`src/fsps_pkg.sv`:
```
// package of constants and types for the flash self-programming sequencer
package fsps_pkg;
  // control register bit positions
  localparam int unsigned CTL_SELF_PROGRAM_ENABLE = 0;
  localparam int unsigned CTL_PAGE_ERASE = 1;
  localparam int unsigned CTL_PAGE_WRITE = 2;
  localparam int unsigned CTL_READ_REENABLE = 4;
  localparam int unsigned CTL_SIGNATURE_READ = 5;
  localparam int unsigned CTL_READ_BUSY = 6;
  // apb register byte addresses
  localparam logic [7:0] ADDR_CONTROL = 8'h00;
  localparam logic [7:0] ADDR_POINTER = 8'h04;
  localparam logic [7:0] ADDR_DATA = 8'h08;
  localparam logic [7:0] ADDR_COMMAND = 8'h0C;
  localparam logic [7:0] ADDR_REGION = 8'h10;
  // command codes on the command register
  localparam logic [1:0] CMD_LOAD = 2'h1;
  localparam logic [1:0] CMD_STORE = 2'h2;
  // command opening windows in cpu cycles
  localparam int unsigned LOAD_WINDOW = 3;
  localparam int unsigned STORE_WINDOW = 4;
  // flash geometry
  localparam int unsigned PAGE_WORDS = 128;
  localparam logic [15:0] STALL_REGION_BASE = 16'hF000;
  localparam logic [15:0] REGION_TOP = 16'hFFFF;
  localparam logic [15:0] BOOT_BASE_11 = 16'hFE00;
  localparam logic [15:0] BOOT_BASE_10 = 16'hFC00;
  localparam logic [15:0] BOOT_BASE_01 = 16'hF800;
  localparam logic [15:0] BOOT_BASE_00 = 16'hF000;
  // signature row map
  localparam logic [4:0] SIG_CALIB_ADDR = 5'h01;
  localparam logic [4:0] SIG_LAST_ADDR = 5'h16;
  // programming time
  localparam int unsigned CLK_HZ = 50000000;
  localparam int unsigned PROG_TIME_US = 4100;
  localparam int unsigned PROG_MIN_US = 3700;
  localparam int unsigned PROG_CYCLES = PROG_TIME_US * (CLK_HZ / 1000000);
  localparam logic [7:0] CONTROL_RESET = 8'h00;

  typedef enum logic [1:0] {
    FSPS_IDLE = 2'b00,
    FSPS_ARMED = 2'b01,
    FSPS_BUSY = 2'b10
  } fsps_state_t;
endpackage : fsps_pkg

```
`src/fsps_prog_timer.sv`:
```
// programming duration timer for flash erase and write
`timescale 1ns/10ps
module fsps_prog_timer
  import fsps_pkg::*;
#(
  parameter int unsigned CYCLES = PROG_CYCLES
) (
  input wire logic i_sys_clk,
  input wire logic i_rstn,
  input wire logic i_start,
  output logic o_done
);
  typedef struct packed {
    logic [23:0] count;
    logic running;
    logic done;
  } fsps_timer_t;
  fsps_timer_t cur;
  fsps_timer_t next_cur;

  always_comb begin
    next_cur = cur;
    next_cur.done = 1'b0;
    if (i_start && !cur.running) begin
      next_cur.running = 1'b1;
      next_cur.count = 24'h000000;
    end else if (cur.running) begin
      if (cur.count == 24'(CYCLES - 1)) begin
        next_cur.running = 1'b0;
        next_cur.done = 1'b1;
      end else begin
        next_cur.count = cur.count + 24'h000001;
      end
    end
  end

  // the timer deliberately ignores reset while running so a started write completes
  always_ff @(posedge i_sys_clk) begin
    if (!i_rstn && !cur.running) begin
      cur <= '0;
    end else begin
      cur <= next_cur;
    end
  end

  assign o_done = cur.done;
endmodule : fsps_prog_timer

```
`src/fsps_sequencer.sv`:
```
// flash self-programming sequencer: signature row, boot regions, erase and write control
//
// The implementer's own choices: register access over APB and the register addresses.
`timescale 1ns/10ps
module fsps_sequencer
  import fsps_pkg::*;
#(
  parameter logic [7:0] SIG_BYTE1 = 8'h1E, // arbitrary value
  parameter logic [7:0] SIG_BYTE2 = 8'h55, // arbitrary value
  parameter logic [7:0] SIG_BYTE3 = 8'hAA, // arbitrary value
  parameter logic [7:0] CALIB_BYTE = 8'h80,
  parameter logic [71:0] SERIAL_BYTES = 72'h0807060504030201_00, // arbitrary value
  parameter int unsigned PROG_CYCLES_P = PROG_CYCLES
) (
  input wire logic i_sys_clk,
  input wire logic i_rstn,
  input wire logic [1:0] i_boot_size_select,
  input wire logic [15:0] i_pc,
  input wire logic [15:0] i_fetch_addr,
  input wire logic [7:0] i_flash_rdata,
  input wire logic psel,
  input wire logic penable,
  input wire logic pwrite,
  input wire logic [7:0] paddr,
  input wire logic [31:0] pwdata,
  output logic [31:0] prdata,
  output logic pready,
  output logic pslverr,
  output logic o_fetch_allow,
  output logic o_in_boot_region,
  output logic o_erase_pulse,
  output logic o_write_pulse,
  output logic o_buf_load_pulse,
  output logic o_buf_clear_pulse,
  output logic [8:0] o_page_index,
  output logic [6:0] o_word_in_page,
  output logic [15:0] o_buf_word,
  output logic [15:0] o_flash_raddr,
  output logic o_flash_rbyte
);
  // ************************************************************
  // state
  // ************************************************************
  typedef struct packed {
    fsps_state_t st;
    logic [2:0] win;
    logic self_program_enable;
    logic signature_read_select;
    logic page_erase_command;
    logic page_write_command;
    logic concurrent_read_busy_flag;
    logic [16:0] flash_address_pointer;
    logic [15:0] data_word;
    logic [7:0] load_result;
    logic erase_p;
    logic write_p;
    logic load_p;
    logic clear_p;
    logic busy_stall;
  } fsps_seq_t;
  fsps_seq_t cur;
  fsps_seq_t next_cur;
  logic timer_done;
  logic wr_acc;
  logic rd_acc;

  function automatic logic [15:0] boot_base(input logic [1:0] sel);
    case (sel)
      2'b11: boot_base = BOOT_BASE_11;
      2'b10: boot_base = BOOT_BASE_10;
      2'b01: boot_base = BOOT_BASE_01;
      default: boot_base = BOOT_BASE_00;
    endcase
  endfunction : boot_base

  function automatic logic [7:0] sig_byte(input logic [16:0] ptr);
    logic [4:0] a;
    a = ptr[4:0];
    sig_byte = 8'hFF;
    if (ptr[16:5] == 12'h000) begin
      if (a == SIG_CALIB_ADDR) begin
        sig_byte = CALIB_BYTE;
      end else if (a == 5'h00) begin
        sig_byte = SIG_BYTE1;
      end else if (a == 5'h02) begin
        sig_byte = SIG_BYTE2;
      end else if (a == 5'h04) begin
        sig_byte = SIG_BYTE3;
      end else if (!a[0] && a >= 5'h06 && a <= SIG_LAST_ADDR) begin
        sig_byte = SERIAL_BYTES[8 * (4'(a[4:1]) - 4'h3) +: 8];
      end
    end
  endfunction : sig_byte

  assign wr_acc = psel && penable && pwrite;
  assign rd_acc = psel && penable && !pwrite;

  fsps_prog_timer #(
    .CYCLES(PROG_CYCLES_P)
  ) u_timer (
    .i_sys_clk(i_sys_clk),
    .i_rstn(i_rstn),
    .i_start(cur.erase_p || cur.write_p),
    .o_done(timer_done)
  );

  // ************************************************************
  // next state
  // ************************************************************
  always_comb begin
    next_cur = cur;
    next_cur.erase_p = 1'b0;
    next_cur.write_p = 1'b0;
    next_cur.load_p = 1'b0;
    next_cur.clear_p = 1'b0;
    case (cur.st)
      FSPS_IDLE: begin
        if (wr_acc && paddr == ADDR_CONTROL && pwdata[CTL_SELF_PROGRAM_ENABLE]) begin
          next_cur.self_program_enable = 1'b1;
          next_cur.signature_read_select = pwdata[CTL_SIGNATURE_READ];
          next_cur.page_erase_command = pwdata[CTL_PAGE_ERASE];
          next_cur.page_write_command = pwdata[CTL_PAGE_WRITE];
          next_cur.win = 3'h0;
          next_cur.st = FSPS_ARMED;
          if (pwdata[CTL_READ_REENABLE]) begin
            next_cur.concurrent_read_busy_flag = 1'b0;
            next_cur.clear_p = 1'b1;
            next_cur.self_program_enable = 1'b0;
            next_cur.st = FSPS_IDLE;
          end
        end
      end
      FSPS_ARMED: begin
        next_cur.win = cur.win + 3'h1;
        if (wr_acc && paddr == ADDR_COMMAND && pwdata[1:0] == CMD_LOAD
            && cur.signature_read_select) begin
          next_cur.load_result = sig_byte(cur.flash_address_pointer);
          next_cur.signature_read_select = 1'b0;
          next_cur.self_program_enable = 1'b0;
          next_cur.st = FSPS_IDLE;
        end else if (wr_acc && paddr == ADDR_COMMAND && pwdata[1:0] == CMD_STORE
                     && !cur.signature_read_select) begin
          if (cur.page_erase_command && !cur.page_write_command) begin
            next_cur.erase_p = 1'b1;
            next_cur.st = FSPS_BUSY;
          end else if (cur.page_write_command && !cur.page_erase_command) begin
            next_cur.write_p = 1'b1;
            next_cur.st = FSPS_BUSY;
          end else begin
            next_cur.load_p = 1'b1;
            next_cur.self_program_enable = 1'b0;
            next_cur.st = FSPS_IDLE;
          end
          if (next_cur.st == FSPS_BUSY) begin
            next_cur.concurrent_read_busy_flag = 1'b1;
            next_cur.busy_stall = 1'b1;
          end
        end else if ((cur.signature_read_select && cur.win == 3'(LOAD_WINDOW - 1))
                     || cur.win == 3'(STORE_WINDOW - 1)) begin
          next_cur.signature_read_select = 1'b0;
          next_cur.self_program_enable = 1'b0;
          next_cur.page_erase_command = 1'b0;
          next_cur.page_write_command = 1'b0;
          next_cur.st = FSPS_IDLE;
        end
      end
      FSPS_BUSY: begin
        if (timer_done) begin
          next_cur.self_program_enable = 1'b0;
          next_cur.page_erase_command = 1'b0;
          next_cur.page_write_command = 1'b0;
          next_cur.busy_stall = 1'b0;
          if (cur.page_write_command) begin
            next_cur.clear_p = 1'b1;
          end
          next_cur.st = FSPS_IDLE;
        end
      end
      default: next_cur.st = FSPS_IDLE;
    endcase
    if (wr_acc && paddr == ADDR_POINTER && cur.st != FSPS_BUSY) begin
      next_cur.flash_address_pointer = pwdata[16:0];
    end
    if (wr_acc && paddr == ADDR_DATA && cur.st != FSPS_BUSY) begin
      next_cur.data_word = pwdata[15:0];
    end
    if (wr_acc && paddr == ADDR_COMMAND && pwdata[1:0] == CMD_LOAD
        && !cur.signature_read_select) begin
      next_cur.load_result = i_flash_rdata;
    end
  end

  // ************************************************************
  // registers; a running erase or write survives reset
  // ************************************************************
  always_ff @(posedge i_sys_clk) begin
    if (!i_rstn) begin
      cur <= '0;
      if (cur.st == FSPS_BUSY) begin
        cur.st <= next_cur.st;
        cur.busy_stall <= next_cur.busy_stall;
        cur.self_program_enable <= next_cur.self_program_enable;
        cur.concurrent_read_busy_flag <= 1'b1;
        cur.page_write_command <= next_cur.page_write_command;
        cur.flash_address_pointer <= cur.flash_address_pointer;
      end else begin
        cur.clear_p <= 1'b1;
      end
    end else begin
      cur <= next_cur;
    end
  end

  // ************************************************************
  // apb read mux and outputs
  // ************************************************************
  always_comb begin
    prdata = 32'h00000000;
    pslverr = 1'b0;
    case (paddr)
      ADDR_CONTROL: begin
        prdata[CTL_SELF_PROGRAM_ENABLE] = cur.self_program_enable;
        prdata[CTL_PAGE_ERASE] = cur.page_erase_command;
        prdata[CTL_PAGE_WRITE] = cur.page_write_command;
        prdata[CTL_SIGNATURE_READ] = cur.signature_read_select;
        prdata[CTL_READ_BUSY] = cur.concurrent_read_busy_flag;
      end
      ADDR_POINTER: prdata[16:0] = cur.flash_address_pointer;
      ADDR_DATA: prdata[7:0] = cur.load_result;
      ADDR_COMMAND: prdata = 32'h00000000;
      ADDR_REGION: prdata[15:0] = boot_base(i_boot_size_select);
      default: pslverr = psel && penable;
    endcase
    if (!rd_acc) begin
      prdata = 32'h00000000;
    end
  end

  assign pready = 1'b1;
  // fetches into the concurrent read region stall while busy
  assign o_fetch_allow = !cur.busy_stall || (i_fetch_addr >= STALL_REGION_BASE);
  assign o_in_boot_region = (i_pc >= boot_base(i_boot_size_select));
  assign o_erase_pulse = cur.erase_p;
  assign o_write_pulse = cur.write_p;
  assign o_buf_load_pulse = cur.load_p;
  assign o_buf_clear_pulse = cur.clear_p;
  assign o_page_index = cur.flash_address_pointer[16:8];
  assign o_word_in_page = cur.flash_address_pointer[7:1];
  assign o_buf_word = cur.data_word;
  assign o_flash_raddr = cur.flash_address_pointer[16:1];
  assign o_flash_rbyte = cur.flash_address_pointer[0];
endmodule : fsps_sequencer

```
`config.mk`:
```
export PLATFORM = sky130hd
export DESIGN_NAME = fsps_sequencer
export DESIGN_NICKNAME = d
export VERILOG_FILES = /design/src/fsps_pkg.sv /design/src/fsps_prog_timer.sv /design/src/fsps_sequencer.sv
export SDC_FILE = /design/constraint.sdc
export NUM_CORES = 1
export LEC_CHECK = 0
export BUFFER_PORTS_ARGS = -buffer_cell sky130_fd_sc_hd__buf_2
export CAP_MARGIN = 25
export CORE_AREA = 2 2 112 114
export DETAILED_ROUTE_END_ITERATION = 8
export DIE_AREA = 0 0 114 116
export GPL_TIMING_DRIVEN = 0
export PLACE_DENSITY = 0.8
export REMOVE_ABC_BUFFERS = 1
export SLEW_MARGIN = 20
export SYNTH_ARGS = -nofsm -noshare
export SYNTH_HDL_FRONTEND = slang
export SYNTH_SLANG_ARGS = --single-unit
```
`constraint.sdc`:
```
create_clock -name i_sys_clk -period 3.4 [get_ports i_sys_clk]
set_clock_uncertainty 0.1 [all_clocks]
set_input_delay 0 -clock i_sys_clk [delete_from_list [all_inputs] [get_ports i_sys_clk]]
set_output_delay 0 -clock i_sys_clk [all_outputs]
set_load 0.005 [all_outputs]
```
# --- Yosys cells after proc, flatten, opt, wreduce, memory -nomap -nowiden ---
# Index checks and enable logic that the tools add are counted.
word_totals:
  ramBits: 0
  romBits: 0
  output_inout_bits: 89
  word_cells: 195
  n_memories: 0
  inputBits: 87
  regBits: 82
  latchBits: 0
op_classes:
  shifts: 1
  n_eq_ne: 34
  n_reduce_logical: 53
  n_lt_le_gt_ge: 4
  n_bitwise: 5
  n_div: 0
  multipliers: 0
  add_sub_neg: 3
  mux: 77
op_table:
  columns: ["cell", "count"]
  rows:
  - ["$shiftx A72 B33 Y8 const A", 1]
  - ["$mux W8", 8]
  - ["$mux W56", 1]
  - ["$pmux W12 S3", 1]
  - ["$mux W17", 2]
  - ["$mux W2", 16]
  - ["$add A24 B1 Y24 const B", 1]
  - ["$eq A24 B18 Y1 const B", 1]
  - ["$mux W1", 24]
  - ["$logic_and A1 B1 Y1", 22]
  - ["$ne A3 B3 Y1 const B", 7]
  - ["$mux W19", 1]
  - ["$pmux W2 S3", 3]
  - ["$eq A8 B4 Y1 const B", 2]
  - ["$ge A16 B16 Y1", 1]
  - ["$ge A16 B16 Y1 const B", 1]
  - ["$mux W16", 1]
  - ["$mux W4", 4]
  - ["$pmux W8 S2", 1]
  - ["$logic_not A12 Y1", 1]
  - ["$mux W3", 4]
  - ["$ne A2 B2 Y1 const B", 6]
  - ["$pmux W3 S4", 1]
  - ["$reduce_and A6 Y1", 2]
  - ["34 further kinds", 65]

# --- Depth between registers and ports, before layout ---
depth:
  word_depth: 15
  mapped_depth: 8

# --- Cells and area by module ---
# A second synthesis with hierarchy kept.
unflattened:
  hier_cells: 600
  hier_area_um2: 5138.7
by_module_without_submodules:
  columns: ["mod", "cells_per_inst", "seq_area_each_um2", "area_each_um2", "instances"]
  rows:
  - ["fsps_sequencer", 449, 1301.2, 3822.4, 1]
  - ["fsps_prog_timer", 151, 520.5, 1316.3, 1]

# --- Worst setup path before layout ---
# Ideal clock, no wire load.
synth_path:
  path_type: "input -> register"
  startpoint: "input paddr[2]"
  endpoint: "register cur, in the netlist o_flash_raddr[0], enable pin"
  path_buffers: 2
  setup_slack_ps: 911
  cell_stages: 6
  arrival_time_ps: 1993
  setup_ps: 397
  cell_sequence: "clkbuf_1 nor2b_1 and3_1 clkbuf_1 nand2_1 a21oi_1"
synth_via:
  elab_chain_len: 5
synth_rtl:
  columns: ["item", "line_no", "source"]
  rows:
  - ["start: declaration", "fsps_sequencer.sv:24", "input wire logic [7:0] paddr,"]
  - ["$eq A8 B3 Y1", "fsps_sequencer.sv:181", "if (wr_acc && paddr == ADDR_POINTER && cur.st != FSPS_BUSY) begin"]
  - ["$logic_and A1 B1 Y1 (2 in a row)", "fsps_sequencer.sv:181", null]
  - ["$ne A2 B1 Y1 (no line)", null, null]
  - ["$reduce_and A2 Y1 (no line)", null, null]
  - ["end signal: assignment", "fsps_sequencer.sv:210", "cur <= next_cur;"]
  - ["end: declaration", "fsps_sequencer.sv:61", "fsps_seq_t cur;"]
# No other way between the ends.
# A chain may end at the register's enable or synchronous reset.

# --- Worst setup path in the final report ---
layout_path:
  startpoint: "register cur[55] (netlist name)"
  endpoint: "register cur[55] (netlist name)"
layout_via:
  elab_chain_len: 6
layout_rtl:
  columns: ["item", "line_no", "source"]
  rows:
  - ["$mux W2", "fsps_sequencer.sv:158", "end else if ((cur.signature_read_select && cur.win == 3'(LOAD_WINDOW - 1))"]
  - ["$mux W2", "fsps_sequencer.sv:141", "end else if (wr_acc && paddr == ADDR_COMMAND && pwdata[1:0] == CMD_STORE"]
  - ["$mux W2", "fsps_sequencer.sv:135", "if (wr_acc && paddr == ADDR_COMMAND && pwdata[1:0] == CMD_LOAD"]
  - ["$pmux W2 S3", "fsps_sequencer.sv:116", "case (cur.st)"]
  - ["$mux W2", "fsps_sequencer.sv:199", "if (cur.st == FSPS_BUSY) begin"]
  - ["$mux W56 (*)", "fsps_sequencer.sv:197", "if (!i_rstn) begin"]
# Every way passes the cells marked *; elsewhere a longest branch is shown, timed or not. The select of a mux whose other input is x is not followed.

==> results by group <==
Run
  • MaxCap Viol Count: 0

Synthesis
  • XOR/XNOR Fraction of Synth Area: 1.957%
  • Synth Area in Compound Gates: 16.70%
  • Post-synthesis cell count: 605
  • Post-synthesis adder-cell area fraction: 3.813%
  • Main combinational cell family by area after synthesis: simple AND/OR/NAND/NOR gates
  • Area contributors post-synth: dfxtp_1 (26%), edfxtp_1 (11%), buf_4 (9.8%), a21oi_1 (5.8%), nand2_1 (4.9%)
  • Seq/Total Area, Yosys: 37.01%
  • Post-synthesis cell type count: 53
  • Synth Flop Type: dfxtp_1
  • Ys Warns: 0
  • Post-synthesis mux area share: 2.034%
  • Async SR Flop Fraction: 0%
  • FF+latch count, synth: 82
  • Synth area leader: dfxtp_1
  • Post-synth EDFFs: 18
  • Syn Area/Cell: 8.136 um2
  • Top cell type's share of synthesized area: 26.03%
  • Post-Syn Area: 4922 um2
  • Synth Area in Simple Gates: 24.91%

Global route
  • First-pass GRT wire length: 21.25 mm
  • Initial antenna violation count: 1
  • Overall routing resource usage: 20.48%
  • GRT Residual Overflow: 0
  • Pin count of the biggest net entering global routing: 36
  • Vias in the first global route: 4,211

Timing
  • Max Clk Rate: 410.3 MHz
  • Final Worst Setup Slack: 0.9630 ns
  • Post-layout min period: 2.437 ns
  • Final Hold Fails: 0
  • Worst-Margin Slew: 0.8386 ns
  • RSZ-0062 raised after global routing: no
  • Max Slew Vio Count: 0
  • Setup_tns: 0 ns
  • Final worst path period share: 71.68%
  • Finish-stage setup viols: 0
  • Slew margin rel.: 44.03%

Cells and area
  • Most frequent cells in the layout: buf_2 (132), nand2_1 (64), dfxtp_1 (64)
  • Synth-to-Final Area Change: 18.68%
  • Layout cells sized above 1: 22.66%
  • Most common cell after layout, fill and taps aside: buf_2
  • Layout filler cell count: 1,104
  • Final net count: 803

Clock tree
  • Clock tree buffer depth: 2
  • Clk sinks: 82
  • CTS tree: yes
  • Worst-path clk slew: 0.07 ns
  • CTS root buffer: clkbuf_16
  • Cts-stage hold buffer count: 25
  • Number of CTS-inserted buffers: 9
  • Post-CTS resize count: 0
  • H-Tree Depth: 3
  • Clock latency on the worst-skew pair: 0.34 ns
  • Post-CTS setup buffer count: 0

Worst setup path
  • Critical Path Sink Type: flop
  • Crit Path Class: reg -> reg
  • CP Launch Type: flop
  • Arr. time, crit path: 2.60 ns
  • Critical path required time: 3.56 ns
  • Critical path peak fanout: 16

Die
  • Die width: 114 um
  • Core area: 11,910 um2
  • Die H: 116 um
  • Die Footprint: 13,220 um2
  • Io pins: 176
  • Initial Utilization: 41.32%
  • # rows: 40

Placement
  • Dpl ws: 0.7739 ns
  • Placer Congestion: 0.9449
  • I/O Buffers: 132
  • Detailed Place HPWL: 9.753 mm

Route
  • First-pass DRT Iterations: 5
  • Post-DR vias/cell: 5.504
  • Vias: 4,700
  • Starting DRT DRC Count: 459
  • Post-DRT Antenna Nets: 0
  • Final WL: 13.46 mm
  • Post-route DRC: 0
  • Wirelength per Cell: 15.76 um

Power
  • P_leak: 2.393 nW
  • Peak VDD IR: 0.1945 mV
  • Pwr Total: 2.250 mW
  • Pwr dens: 385.2 nW/um2

Min path
  • Tightest Hold Check Type: in -> reg

Outcome
  • Status: complete, no violations
## metrics by stage
stage,instances,instance area (um2),utilization [%],hold slack (ns)
6_report,854,5842,49.04,0.06365
5_1_grt,854,5842,49.04,0.09737
4_1_cts,852,5834,48.98,0.05265
3_5_place_dp,811,5275,44.29,0.1672
3_3_place_gp,809,5245,44.03,0.1598
2_1_floorplan,530,4400,-,-0.007951
## where the power goes
| group | switching [mW] | total, mW | internal [mW] |
|---|---|---|---|
| combinational | 0.0998 | 0.198 | 0.0979 |
| clock | 0.423 | 1.01 | 0.583 |
| sequential | 0.0318 | 1.05 | 1.01 |
| total | 0.555 | 2.25 | 1.70 |
## layer usage
layer	track usage [%]	part of all wire, %	up-vias
li1	-	-	2274
met1	24.37	41	2161
met2	34.72	49	224
met3	4.289	6.4	41
met4	11.22	4.0	0
met5	0	0	-
## worst max-delay path, stage by stage, from the launching register on
cell and delay [ns]:
dfxtp_1 0.34, inv_1 0.08, ha_1 0.55, inv_1 0.32
a311o_1 0.41, a211oi_1 0.27, o21ai_0 0.13, a21boi_0 0.17
## cells by family (layout without fill, tap and decap cells)
kind of cell | Yosys count | in the layout
other | 2 | 17
DFF | 82 | 82
AOI/OAI and AO/OA | 136 | 136
and+or+nand+nor | 237 | 237
xor gates and xnor gates | 11 | 11
adders and majority gates | 15 | 15
muxes | 10 | 10
buffers and inverters | 112 | 199
## synthesized netlist by cell type (all sizes together), types with 4 or more instances
| cell | n |
|---|---|
| a211oi | 4 |
| or4 | 7 |
| and4 | 8 |
| mux2i | 10 |
| nor2 | 49 |
| nor4 | 10 |
| nand4 | 12 |
| inv | 23 |
| xnor2 | 7 |
| a22oi | 7 |
| edfxtp | 18 |
| dfxtp | 64 |
| or3 | 9 |
| o31ai | 8 |
| nand2 | 64 |
| clkbuf | 25 |
| xor2 | 4 |
| nor2b | 4 |
| and2 | 19 |
| o211ai | 10 |
| nand2b | 4 |
| ha | 15 |
| buf | 64 |
| o21ai | 29 |
| and3 | 13 |
| nand3 | 15 |
| a21oi | 57 |
| nor3 | 10 |
## area by class of cell
type | count | area (um2) | share of cell area (%)
well taps | 147 | 183.9 | 3.148
multi-input cells | 425 | 2500 | 42.79
clock inverters | 7 | 83.83 | 1.435
diodes | 1 | 2.502 | 0.04284
repair buffers | 160 | 938.4 | 16.06
flip-flops and latches | 82 | 1822 | 31.18
clock buffers | 9 | 225.2 | 3.855
inverters | 23 | 86.33 | 1.478
## sequential cells by signal, summed over array words and instances (netlist names)
name               cells
u_timer.o_done         1
o_flash_raddr         16
o_flash_rbyte          1
cur                   19
o_erase_pulse          1
o_write_pulse          1
o_buf_load_pulse       1
o_buf_clear_pulse      1
u_timer.cur           25
o_buf_word            16
## final timing paths
kind	from	to	slack, ns	cells after the start
worst min register to register	o_buf_word[10]	o_buf_word[10]	0.35	2
worst max-delay path	cur[55]	cur[55]	0.96	7
worst max register to register	cur[55]	cur[55]	0.96	7
worst min-delay path	paddr[5]	cur[48]	0.06	6
Note: power is estimated with default switching activity, not from simulation.
